===== src/pkg/rtbx_pkg.sv =====
// constants for the transfer, ram and branch execution block
// assumes one instruction word per clock from the fetch side
package rtbx_pkg;
  localparam int RTBX_IW = 10;
  localparam logic [9:0] RTBX_OP_TAB = 10'h01e;
  localparam logic [9:0] RTBX_OP_TBA = 10'h00e;
  localparam logic [9:0] RTBX_OP_TAY = 10'h01f;
  localparam logic [9:0] RTBX_OP_TYA = 10'h00c;
  localparam logic [9:0] RTBX_OP_WRITE_WIDE_REG = 10'h01a;
  localparam logic [9:0] RTBX_OP_READ_WIDE_REG = 10'h02a;
  localparam logic [9:0] RTBX_OP_TDA = 10'h029;
  localparam logic [9:0] RTBX_OP_TAD = 10'h051;
  localparam logic [9:0] RTBX_OP_TAZ = 10'h053;
  localparam logic [9:0] RTBX_OP_TAX = 10'h052;
  localparam logic [9:0] RTBX_OP_READ_STACK_PTR = 10'h050;
  localparam logic [9:0] RTBX_OP_INY = 10'h013;
  localparam logic [9:0] RTBX_OP_DEY = 10'h017;
  localparam logic [7:0] RTBX_OP_LZ_HI = 8'h12;
  localparam logic [3:0] RTBX_OP_LXY_HI = 4'h3;
  localparam logic [5:0] RTBX_OP_TAM_HI = 6'h2c;
  localparam logic [5:0] RTBX_OP_XAM_HI = 6'h2d;
  localparam logic [5:0] RTBX_OP_SWAP_DEC_SKIP_HI = 6'h2f;
  localparam logic [5:0] RTBX_OP_SWAP_INC_SKIP_HI = 6'h2e;
  localparam logic [5:0] RTBX_OP_TMA_HI = 6'h2b;
  localparam logic [5:0] RTBX_CALL_PAGE = 6'h02;
  localparam logic [3:0] RTBX_Y_MAX = 4'hf;
  localparam logic [3:0] RTBX_Y_MIN = 4'h0;
  typedef enum logic [2:0]
  {
    RTBX_BR_NONE = 3'b000,
    RTBX_BR_PAGE = 3'b001,
    RTBX_BR_FAR = 3'b010,
    RTBX_BR_IND = 3'b011,
    RTBX_CL_P2 = 3'b100,
    RTBX_CL_FAR = 3'b101,
    RTBX_CL_IND = 3'b110
  } rtbx_br_t;
endpackage


===== src/logic/rtbx_core.sv =====
// execution of transfer, ram pointer and branch instructions
// assumes one instruction per clock, ram read data combinational for the current pointer
//
// Functional notes
// - 0x01e copies b to acc; companion 0x00e copies acc to b
// - 0x01f copies row pointer y into acc
// - 0x01a writes b to e high nibble, acc to e low
// - 0x02a loads b from e high, acc from e low
// - 0x029 copies acc bits 2..0 into jump-high register d
// - reading d gives acc bits 2..0 from d, bit 3 zero
// - 0x053 puts file select z into acc low bits, upper zero
// - 0x050 puts stack pointer into acc low bits, bit 3 zero
// - immediate pointer load sets x and y from fields
// - consecutive pointer loads after the first are skipped
// - file load writes 2-bit immediate into z
// - increment y, skip next when result is zero
// - decrement y, skip next when result is fifteen
// - 0x2cj loads acc from ram, then x ^= j
// - 0x2dj swaps acc with ram, then x ^= j
// - 0x2fj swap, x ^= j, decrement y, skip on fifteen
// - 0x2ej swap, x ^= j, increment y, skip on zero
// - 0x2bj stores acc to ram, then x ^= j
// - branch targets current page or page p
// - indirect branch address is d above acc in page p
// - calls target page 2 or any page p, flagged on o_call
// - indirect call address is d above acc in page p
`timescale 1ns/1ps
module rtbx_core
  import rtbx_pkg::*;
#(
  parameter int PAGE_W = 6
)
(
  input wire logic i_clk,
  input wire logic i_srst,
  input wire logic i_valid,
  input wire logic [9:0] i_instr,
  input wire rtbx_br_t i_br_kind,
  input wire logic [5:0] i_br_page,
  input wire logic [6:0] i_br_addr,
  input wire logic [5:0] i_cur_page,
  input wire logic [2:0] i_stack_ptr,
  input wire logic [3:0] i_ram_rdata,
  output logic [3:0] o_acc,
  output logic [3:0] o_breg,
  output logic [3:0] o_xreg,
  output logic [3:0] o_yreg,
  output logic [1:0] o_zreg,
  output logic [2:0] o_dreg,
  output logic [7:0] o_ereg,
  output logic o_skip,
  output logic o_ram_we,
  output logic [3:0] o_ram_wdata,
  output logic o_jump,
  output logic o_call,
  output logic [12:0] o_target
);

  ////////////////////////////////////////////////////////////////////////////
  // state
  typedef struct packed {
    logic [3:0] acc;
    logic [3:0] breg;
    logic [3:0] xreg;
    logic [3:0] yreg;
    logic [1:0] zreg;
    logic [2:0] dreg;
    logic [7:0] ereg;
    logic skip;
    logic last_lxy;
    logic ram_we;
    logic [3:0] ram_wdata;
    logic jump;
    logic call;
    logic [12:0] target;
  } rtbx_state_t;

  rtbx_state_t st;
  rtbx_state_t next_st;
  logic [12:0] tgt;
  logic tgt_take;
  logic tgt_call;
  logic is_lxy;
  logic [3:0] j_imm;
  logic [5:0] op_hi;

  rtbx_target u_target
  (
    .i_kind(i_br_kind),
    .i_cur_page(i_cur_page),
    .i_page(i_br_page),
    .i_addr(i_br_addr),
    .i_dreg(st.dreg),
    .i_acc(st.acc),
    .o_target(tgt),
    .o_take(tgt_take),
    .o_call(tgt_call)
  );

  assign is_lxy = (i_instr[9:8] == RTBX_OP_LXY_HI[1:0]);
  assign j_imm = i_instr[3:0];
  assign op_hi = i_instr[9:4];

  ////////////////////////////////////////////////////////////////////////////
  // execute
  always_comb
  begin
    next_st = st;
    // pending skip waits for the next valid instruction
    next_st.skip = st.skip && !i_valid;
    next_st.ram_we = 1'b0;
    next_st.jump = 1'b0;
    next_st.call = 1'b0;
    if (i_valid)
    begin
      next_st.last_lxy = is_lxy;
      if (st.skip || (is_lxy && st.last_lxy))
      begin
        next_st.skip = 1'b0;
      end
      else if (i_br_kind != RTBX_BR_NONE)
      begin
        next_st.jump = tgt_take;
        next_st.call = tgt_call;
        next_st.target = tgt;
      end
      else if (is_lxy)
      begin
        next_st.xreg = i_instr[7:4];
        next_st.yreg = i_instr[3:0];
      end
      else
      begin
        case (op_hi)
          RTBX_OP_TAM_HI:
          begin
            next_st.acc = i_ram_rdata;
            next_st.xreg = st.xreg ^ j_imm;
          end
          RTBX_OP_XAM_HI, RTBX_OP_SWAP_DEC_SKIP_HI, RTBX_OP_SWAP_INC_SKIP_HI:
          begin
            next_st.acc = i_ram_rdata;
            next_st.ram_we = 1'b1;
            next_st.ram_wdata = st.acc;
            next_st.xreg = st.xreg ^ j_imm;
            if (op_hi == RTBX_OP_SWAP_DEC_SKIP_HI)
            begin
              next_st.yreg = st.yreg - 4'h1;
              next_st.skip = (next_st.yreg == RTBX_Y_MAX);
            end
            if (op_hi == RTBX_OP_SWAP_INC_SKIP_HI)
            begin
              next_st.yreg = st.yreg + 4'h1;
              next_st.skip = (next_st.yreg == RTBX_Y_MIN);
            end
          end
          RTBX_OP_TMA_HI:
          begin
            next_st.ram_we = 1'b1;
            next_st.ram_wdata = st.acc;
            next_st.xreg = st.xreg ^ j_imm;
          end
          default:
          begin
            if (i_instr[9:2] == RTBX_OP_LZ_HI)
            begin
              next_st.zreg = i_instr[1:0];
            end
            case (i_instr)
              RTBX_OP_TAB: next_st.acc = st.breg;
              RTBX_OP_TBA: next_st.breg = st.acc;
              RTBX_OP_TAY: next_st.acc = st.yreg;
              RTBX_OP_TYA: next_st.yreg = st.acc;
              RTBX_OP_WRITE_WIDE_REG: next_st.ereg = {st.breg, st.acc};
              RTBX_OP_READ_WIDE_REG:
              begin
                next_st.breg = st.ereg[7:4];
                next_st.acc = st.ereg[3:0];
              end
              RTBX_OP_TDA: next_st.dreg = st.acc[2:0];
              RTBX_OP_TAD: next_st.acc = {1'b0, st.dreg};
              RTBX_OP_TAZ: next_st.acc = {2'b00, st.zreg};
              RTBX_OP_TAX: next_st.acc = st.xreg;
              RTBX_OP_READ_STACK_PTR: next_st.acc = {1'b0, i_stack_ptr};
              RTBX_OP_INY:
              begin
                next_st.yreg = st.yreg + 4'h1;
                next_st.skip = (st.yreg == RTBX_Y_MAX);
              end
              RTBX_OP_DEY:
              begin
                next_st.yreg = st.yreg - 4'h1;
                next_st.skip = (st.yreg == RTBX_Y_MIN);
              end
              default: next_st.skip = 1'b0;
            endcase
          end
        endcase
      end
    end
  end

  ////////////////////////////////////////////////////////////////////////////
  // registers
  always_ff @(posedge i_clk)
  begin
    if (i_srst)
    begin
      st <= '0;
    end
    else
    begin
      st <= next_st;
    end
  end

  assign o_acc = st.acc;
  assign o_breg = st.breg;
  assign o_xreg = st.xreg;
  assign o_yreg = st.yreg;
  assign o_zreg = st.zreg;
  assign o_dreg = st.dreg;
  assign o_ereg = st.ereg;
  assign o_skip = st.skip;
  assign o_ram_we = st.ram_we;
  assign o_ram_wdata = st.ram_wdata;
  assign o_jump = st.jump;
  assign o_call = st.call;
  assign o_target = st.target;

  ////////////////////////////////////////////////////////////////////////////
  // checks
  logic exec;
  assign exec = i_valid && !st.skip && !(is_lxy && st.last_lxy) && (i_br_kind == RTBX_BR_NONE);

  AST_TAB: assert property (@(posedge i_clk) disable iff (i_srst)
    exec && i_instr == RTBX_OP_TAB |=> o_acc == $past(o_breg))
    else $error("acc not loaded from b");
  AST_TAY: assert property (@(posedge i_clk) disable iff (i_srst)
    exec && i_instr == RTBX_OP_TAY |=> o_acc == $past(o_yreg))
    else $error("acc not loaded from y");
  AST_WRITE_WIDE_REG: assert property (@(posedge i_clk) disable iff (i_srst)
    exec && i_instr == RTBX_OP_WRITE_WIDE_REG |=> o_ereg == {$past(o_breg), $past(o_acc)})
    else $error("e not written from b and acc");
  AST_TAD: assert property (@(posedge i_clk) disable iff (i_srst)
    exec && i_instr == RTBX_OP_TAD |=> o_acc[3] == 1'b0 && o_acc[2:0] == $past(o_dreg))
    else $error("d readback wrong");
  AST_LXY2: assert property (@(posedge i_clk) disable iff (i_srst)
    i_valid && is_lxy && st.last_lxy && !st.skip |=> $stable(o_xreg) && $stable(o_yreg))
    else $error("consecutive pointer load executed");
  AST_INY: assert property (@(posedge i_clk) disable iff (i_srst)
    exec && i_instr == RTBX_OP_INY |=> o_yreg == $past(o_yreg) + 4'h1 && o_skip == (o_yreg == 4'h0))
    else $error("increment y or skip wrong");
  AST_DEY: assert property (@(posedge i_clk) disable iff (i_srst)
    exec && i_instr == RTBX_OP_DEY |=> o_yreg == $past(o_yreg) - 4'h1 && o_skip == (o_yreg == 4'hf))
    else $error("decrement y or skip wrong");
  AST_TMA: assert property (@(posedge i_clk) disable iff (i_srst)
    exec && op_hi == RTBX_OP_TMA_HI |=> o_ram_we && o_ram_wdata == $past(o_acc) && o_xreg == ($past(o_xreg) ^ $past(j_imm)))
    else $error("store to ram wrong");
  AST_SKIPONE: assert property (@(posedge i_clk) disable iff (i_srst)
    o_skip && i_valid |=> !o_skip && !o_ram_we && !o_jump)
    else $error("skipped instruction had effect");
  AST_CALL2: assert property (@(posedge i_clk) disable iff (i_srst)
    i_valid && !st.skip && i_br_kind == RTBX_CL_P2 |=> o_call && o_target[12:7] == RTBX_CALL_PAGE)
    else $error("page two call wrong");

  COV_SWAP_SKIP: cover property (@(posedge i_clk) exec && op_hi == RTBX_OP_SWAP_INC_SKIP_HI ##1 o_skip);
  COV_LXY_RUN: cover property (@(posedge i_clk) i_valid && is_lxy ##1 i_valid && is_lxy);
  COV_IND_JUMP: cover property (@(posedge i_clk) i_valid && i_br_kind == RTBX_BR_IND ##1 o_jump);
endmodule


===== src/logic/rtbx_target.sv =====
// branch and call target former
// assumes page and address fields already split by the sequencer
`timescale 1ns/1ps
module rtbx_target
  import rtbx_pkg::*;
(
  input wire rtbx_br_t i_kind,
  input wire logic [5:0] i_cur_page,
  input wire logic [5:0] i_page,
  input wire logic [6:0] i_addr,
  input wire logic [2:0] i_dreg,
  input wire logic [3:0] i_acc,
  output logic [12:0] o_target,
  output logic o_take,
  output logic o_call
);
  always_comb
  begin
    o_target = 13'h0000;
    o_take = 1'b1;
    o_call = 1'b0;
    case (i_kind)
      RTBX_BR_PAGE: o_target = {i_cur_page, i_addr};
      RTBX_BR_FAR: o_target = {i_page, i_addr};
      RTBX_BR_IND: o_target = {i_page, i_dreg, i_acc};
      RTBX_CL_P2:
      begin
        o_target = {RTBX_CALL_PAGE, i_addr};
        o_call = 1'b1;
      end
      RTBX_CL_FAR:
      begin
        o_target = {i_page, i_addr};
        o_call = 1'b1;
      end
      RTBX_CL_IND:
      begin
        o_target = {i_page, i_dreg, i_acc};
        o_call = 1'b1;
      end
      default: o_take = 1'b0;
    endcase
  end
endmodule


===== config.mk =====
export PLATFORM = sky130hd
export DESIGN_NAME = rtbx_core
export DESIGN_NICKNAME = d
export VERILOG_FILES = /design/src/pkg/rtbx_pkg.sv /design/src/logic/rtbx_core.sv /design/src/logic/rtbx_target.sv
export SDC_FILE = /design/constraint.sdc
export NUM_CORES = 1
export LEC_CHECK = 0
export ABC_CLOCK_PERIOD_IN_PS = 4500
export BUFFER_PORTS_ARGS = -buffer_cell sky130_fd_sc_hd__buf_4
export CELL_PAD_IN_SITES_DETAIL_PLACEMENT = 1
export CELL_PAD_IN_SITES_GLOBAL_PLACEMENT = 2
export CORE_ASPECT_RATIO = 1.5
export CORE_MARGIN = 2
export CORE_UTILIZATION = 33
export DETAILED_ROUTE_END_ITERATION = 8
export PLACE_DENSITY_LB_ADDON = 0.15
export SLEW_MARGIN = 15
export SYNTH_ARGS = -nofsm -noshare
export SYNTH_HDL_FRONTEND = slang
export SYNTH_SLANG_ARGS = --single-unit

===== constraint.sdc =====
create_clock -name i_clk -period 4.5 [get_ports i_clk]
set_input_delay 0.675 -clock i_clk [delete_from_list [all_inputs] [get_ports i_clk]]
set_output_delay 0.675 -clock i_clk [all_outputs]
set_load 0.005 [all_outputs]

Word level (Yosys, flattened, before mapping)
Cells that the tools add are included.

$add $sub $neg: 2. $mul: 0. Divide/modulo/power cells: 0. $lt $le $gt $ge: 0. Equality and inequality tests: 30. Shifts and indexed selects: 0. Multiplexer cells: 25. Bitwise gates (word level): 7. Reduce and logical (&&, ||, !) cells: 32.

Operators by type and width (number): 13-bit case mux with 4 select lines (1); 10-bit by 5-bit == test with 1-bit output (second input constant) (5); 10-bit by 7-bit == test with 1-bit output (second input constant) (4); 6-bit AND reduction (6); 6-bit == test (second input constant) (5); 4-bit case mux with 7 select lines (1); 4-bit case mux with 2 select lines (3); 22-bit 2-to-1 mux (1); 10-bit by 4-bit == test with 1-bit output (second input constant) (2); 10-bit by 6-bit == test with 1-bit output (second input constant) (2); 20-bit 2-to-1 mux (1); 15-bit 2-to-1 mux (1); 5-bit 2-to-1 mux (3); 4-bit 2-to-1 mux (3); 4-bit case mux with 3 select lines (1); 4-bit OR reduction (3); 11-bit OR reduction (1); 5-bit OR reduction (2); 3-bit == test (second input constant) (3); 4-bit == test (second input constant) (2); 8-bit by 5-bit == test with 1-bit output (second input constant) (1); 4-bit logical NOT (2); 8-bit 2-to-1 mux (1); 8-bit nonzero test (1); 24 further kinds (41).

Flip-flop bits (word level): 51. Bits in latches: 0. RAM bits: 0. ROM bits: 0. Input bits: 42. Output and inout bits: 50. Memories: 0.

Longest topological paths before layout
Depth in word-level cells: 9. Mapped depth: 8.

By module
From an unflattened synthesis, not the netlist that was laid out.

Cell total of the unflattened synthesis: 473. Area total of the unflattened synthesis: 3849.9 sq um.

Modules (own cells, without submodules): rtbx_core (times used 1, cells each 406, area an instance 3369.5 sq um, seq. area each 1021.0 sq um); rtbx_target (times used 1, cells each 67, area an instance 480.5 sq um, seq. area each 0.0 sq um).

Least setup slack after synthesis
Ideal clock, no wire load.

Kind: input to register. Start point: input port i_instr[7]. End point: register st (netlist bit o_ereg[0]). Arrival time: 2208 ps. Data required time: 4372 ps. Setup slack: 2164 ps. Cell stages on the path: 5. Buffers on the path: 1. Cells stage by stage: buf_6 or4b_1 nor4_4 mux2i_1 nor2_1.

Cells in the longest elaborated chain, start to end: 4. Elaborated cells on any way between the ends: 9. Classes of those cells: eq/ne: 6; bitwise: 1; reduce/logical: 2.

RTL lines: from (decl) (line rtbx_core.sv:37) `input wire logic [9:0] i_instr,`; 6-bit == test (line rtbx_core.sv:134) `case (op_hi)`; 5-bit OR reduction (no line); 1-bit inverter (no line); 6-bit AND reduction (no line) *; to (signal assigned) (line rtbx_core.sv:213) `st <= next_st;`; to (decl) (line rtbx_core.sv:78) `rtbx_state_t st;`.

Every way passes the cells marked *; elsewhere a longest branch is shown, timed or not. A chain may end at the register's enable or synchronous reset.

Worst setup path in the final report
Start point: input port i_instr[9]. End point: register st (netlist bit o_target[11]).

Cells in the longest elaborated chain, start to end: 5.

RTL lines: 2-bit == test (line rtbx_core.sv:100) `assign is_lxy = (i_instr[9:8] == RTBX_OP_LXY_HI[1:0]);`; 1-bit logical AND; 1-bit logical OR (line rtbx_core.sv:117) `if (st.skip || (is_lxy && st.last_lxy))`; 1-bit inverter (no line); 3-bit AND reduction (no line).

No other way between the ends.

==> reports/qor.csv <==
stage,metric,value,unit
drt,wl_per_cell,19.5,um
grt,grt_pass1_vias,3260,
grt,grt_antenna_before_repair,0,
synthesis,yosys_warnings,0,
synthesis,ys_seq_area_share,29.0,%
power_and_ir_drop,total_power,1070,uW
clock_tree,cts_num_sinks,51,
setup_path,crit_required,4.74,ns
cells_and_area,nets,506,
timing,finalHoldViolCount,0,
grt,grtUsageTotal,20.5,%
clock_tree,cts_tree,built,
status,status,"finished, final reports clean",
setup_path,startpoint_type,primary input,
synthesis,synth_cell_types,65,
timing,drv_slew,0,
synthesis,synthArstFlopShare,0,%
floorplanning,fp-row-count,46,
timing,fin_crit_sh,56.6,%
clock_tree,clkLatencyLatePin,0.30,ns
drt,final_antenna_net_count,0,
floorplanning,die-height,131,um
synthesis,synthFlopType,dfxtp_1,
power_and_ir_drop,power.leakage,0.00165,uW
synthesis,synth.area.top_cells,"dfxtp_1 29%, buf_4 9.8%, mux2i_1 6.5%",
synthesis,syn-cell-area,3530,um2
clock_tree,holdBufCountCts,0,
clock_tree,cts.path.max_buffers,2,
cells_and_area,final_util,39.2,%
synthesis,synth.top_cell.area_share,29.0,%
clock_tree,cts_setup_buffers,0,
synthesis,synth.ff_latch_count,51,
drt,drt-vias-per-instance,5.49,
setup_path,arrival,2.78,ns
synthesis,syn_inst,433,
grt,grt_max_degree,51,
synthesis,synth_top_cell_by_area,dfxtp_1,
placement,portBuffers,91,
floorplanning,initial_core_util,33.7,%
synthesis,avgSynthCellArea,8.14,um2
timing,setup_viol,0,
min_path,min_path_type,reg2reg,
power_and_ir_drop,p_seq_share,43.2,%
clock_tree,clkTransAtPathRegs,0.07,ns
timing,skew,0.00600,ns
drt,drtIter0Drc,134,
setup_path,criticalPathCategory,in2reg,
placement,dpl.hpwl,8920,um
power_and_ir_drop,p_clk_share,42.3,%
cells_and_area,syn2layout_area_growth,16.4,%
power_and_ir_drop,cellPowerDensity,262,nW/um2
timing,worst_slack,1.95,ns
synthesis,syn_nets,479,
power_and_ir_drop,p_comb_share,14.4,%
grt,grt-ovfl-total,0,
cells_and_area,n_antenna_cell,0,
synthesis,synth_common_cells,"51 x dfxtp_1, 48 x nor2_1, 46 x buf_4, 39 x nand2_1, 23 x mux2i_1",
floorplanning,coreArea,10500,um2
placement,dp_slack,1.63,ns
power_and_ir_drop,sw_frac_of_total,25.0,%
timing,timing.hold.ws,0.482,ns
setup_path,worstSetupEndpointType,register,
clock_tree,numCtsBuffers,5,
power_and_ir_drop,p_switching,269,uW
timing,tns,0,ns
grt,grt_pass1_wl,18000,um
power_and_ir_drop,peakVddDrop,0.000147,V
setup_path,crit_fanout,14,
setup_path,rr_worst_depth,7,
run,maxCapViolations,0,
synthesis,yosysMostFrequentCell,dfxtp_1,
clock_tree,root_buffer,clkbuf_16,
cells_and_area,drive_gt1_share,23.6,%
timing,slew_headroom,47.4,%
drt,num_vias,3323,
drt,routed_wl,11800,um
floorplanning,dieArea,11500,um2
floorplanning,num_io_pins,92,
timing,grt_setup_unrepaired,false,
synthesis,synth_edf_count,0,
timing,fmax,392,MHz
placement,gp_congestion,0.964,
drt,dr.pass1.iters,4,
drt,remaining_drc_errors,0,
timing,worstMarginPinSlew,0.783,ns
min_path,holdPathStages,1,
timing,period_minus_slack,2.55,ns
power_and_ir_drop,internal-power,804,uW
clock_tree,h-tree-depth,2,
clock_tree,ctsResizeCount,0,
floorplanning,dieWidth,88.4,um
## layout make-up
type	instances	area, um2
Clock buffer	6	139
Fill cell	1276	6370
Clock inverter	2	35.0
Timing Repair Buffer	91	683
Multi-Input combinational cell	299	2000
Sequential cell	51	1020
Tap cell	144	180
Inverter	12	45.0
## placed cells by master (no fill, tap or decap), types with 2 or more instances in the layout
cell / instances
and4_1: 2
nand4_1: 4
a31oi_1: 2
nor3_2: 2
nand2b_1: 5
clkbuf_16: 5
nand4b_1: 3
o22ai_1: 3
a22o_1: 19
mux4_2: 2
dfxtp_1: 51
o21ai_0: 21
a22oi_1: 7
o32ai_1: 5
nor2b_1: 4
a221oi_1: 2
and3_1: 5
ha_1: 4
nand2_1: 39
a21o_1: 5
a311oi_1: 4
or4_1: 4
and2_1: 2
buf_4: 91
nor3_1: 9
inv_1: 12
a21oi_1: 10
nor2_1: 48
xnor2_1: 4
nand3b_1: 6
nand3_1: 11
mux2i_1: 23
o41ai_1: 3
nor4b_1: 3
and4b_1: 5
a211o_1: 4
a211oi_1: 4
## path summary, 6_finish.rpt
path | startpoint | end | slack [ns]
hold reg to reg | o_target[12] | o_target[12] | 0.48
setup reg to reg | o_yreg[0] | o_yreg[2] | 2.22
hold / removal | o_target[12] | o_target[12] | 0.48
setup / recovery | i_instr[9] | o_target[11] | 1.95
## critical path, stage by stage
cell     delay, ns
buf_4         0.15
and2_0        0.65
a21oi_1       0.36
a21oi_1       0.69
a22o_1        0.25
## registers in the layout, summed over array words and instances, names as in the netlist, named ones only
| name | count |
|---|---|
| o_jump | 1 |
| o_breg | 4 |
| o_ereg | 8 |
| o_dreg | 3 |
| o_call | 1 |
| o_acc | 4 |
| o_yreg | 4 |
| o_ram_wdata | 4 |
| o_target | 13 |
| o_ram_we | 1 |
| o_zreg | 2 |
| st | 1 |
| o_xreg | 4 |
## power by group through the flow
stage / sequential (uW) / clock [uW] / combinational [uW]
4_1_cts: 464 / 473 / 155
3_5_place_dp: 475 / 0 / 155
3_3_place_gp: 474 / 0 / 152
2_1_floorplan: 473 / 0 / 98.6
5_1_grt: 465 / 486 / 169
6_report: 464 / 454 / 155
## per-layer routing
metal	up-vias	global-route usage [%]	routed length (um)
met5	-	0	0
met4	0	6.86	262
met3	16	2.51	473
met2	88	36.9	6180
met1	1624	24.8	4860
li1	1595	-	-
## metrics by stage
stage | cell area [um2] | cells
floorplan | 3530 | 433
global placement | 3930 | 597
detailed placement | 3930 | 597
CTS | 4100 | 605
global route | 4100 | 605
finish | 4100 | 605
## logic make-up (layout without fill, tap and decap cells)
logic type / count (synthesis) / after routing / share of synthesized area, %
buf+inv: 83 / 111 / 14.3
mux: 25 / 25 / 7.81
flops: 51 / 51 / 29.0
fa+ha+maj: 4 / 4 / 1.42
simple gates: 162 / 162 / 24.8
xor+xnor: 5 / 5 / 1.24
compound gates: 103 / 103 / 21.4
No activity file was read; power rests on OpenSTA's default activity.
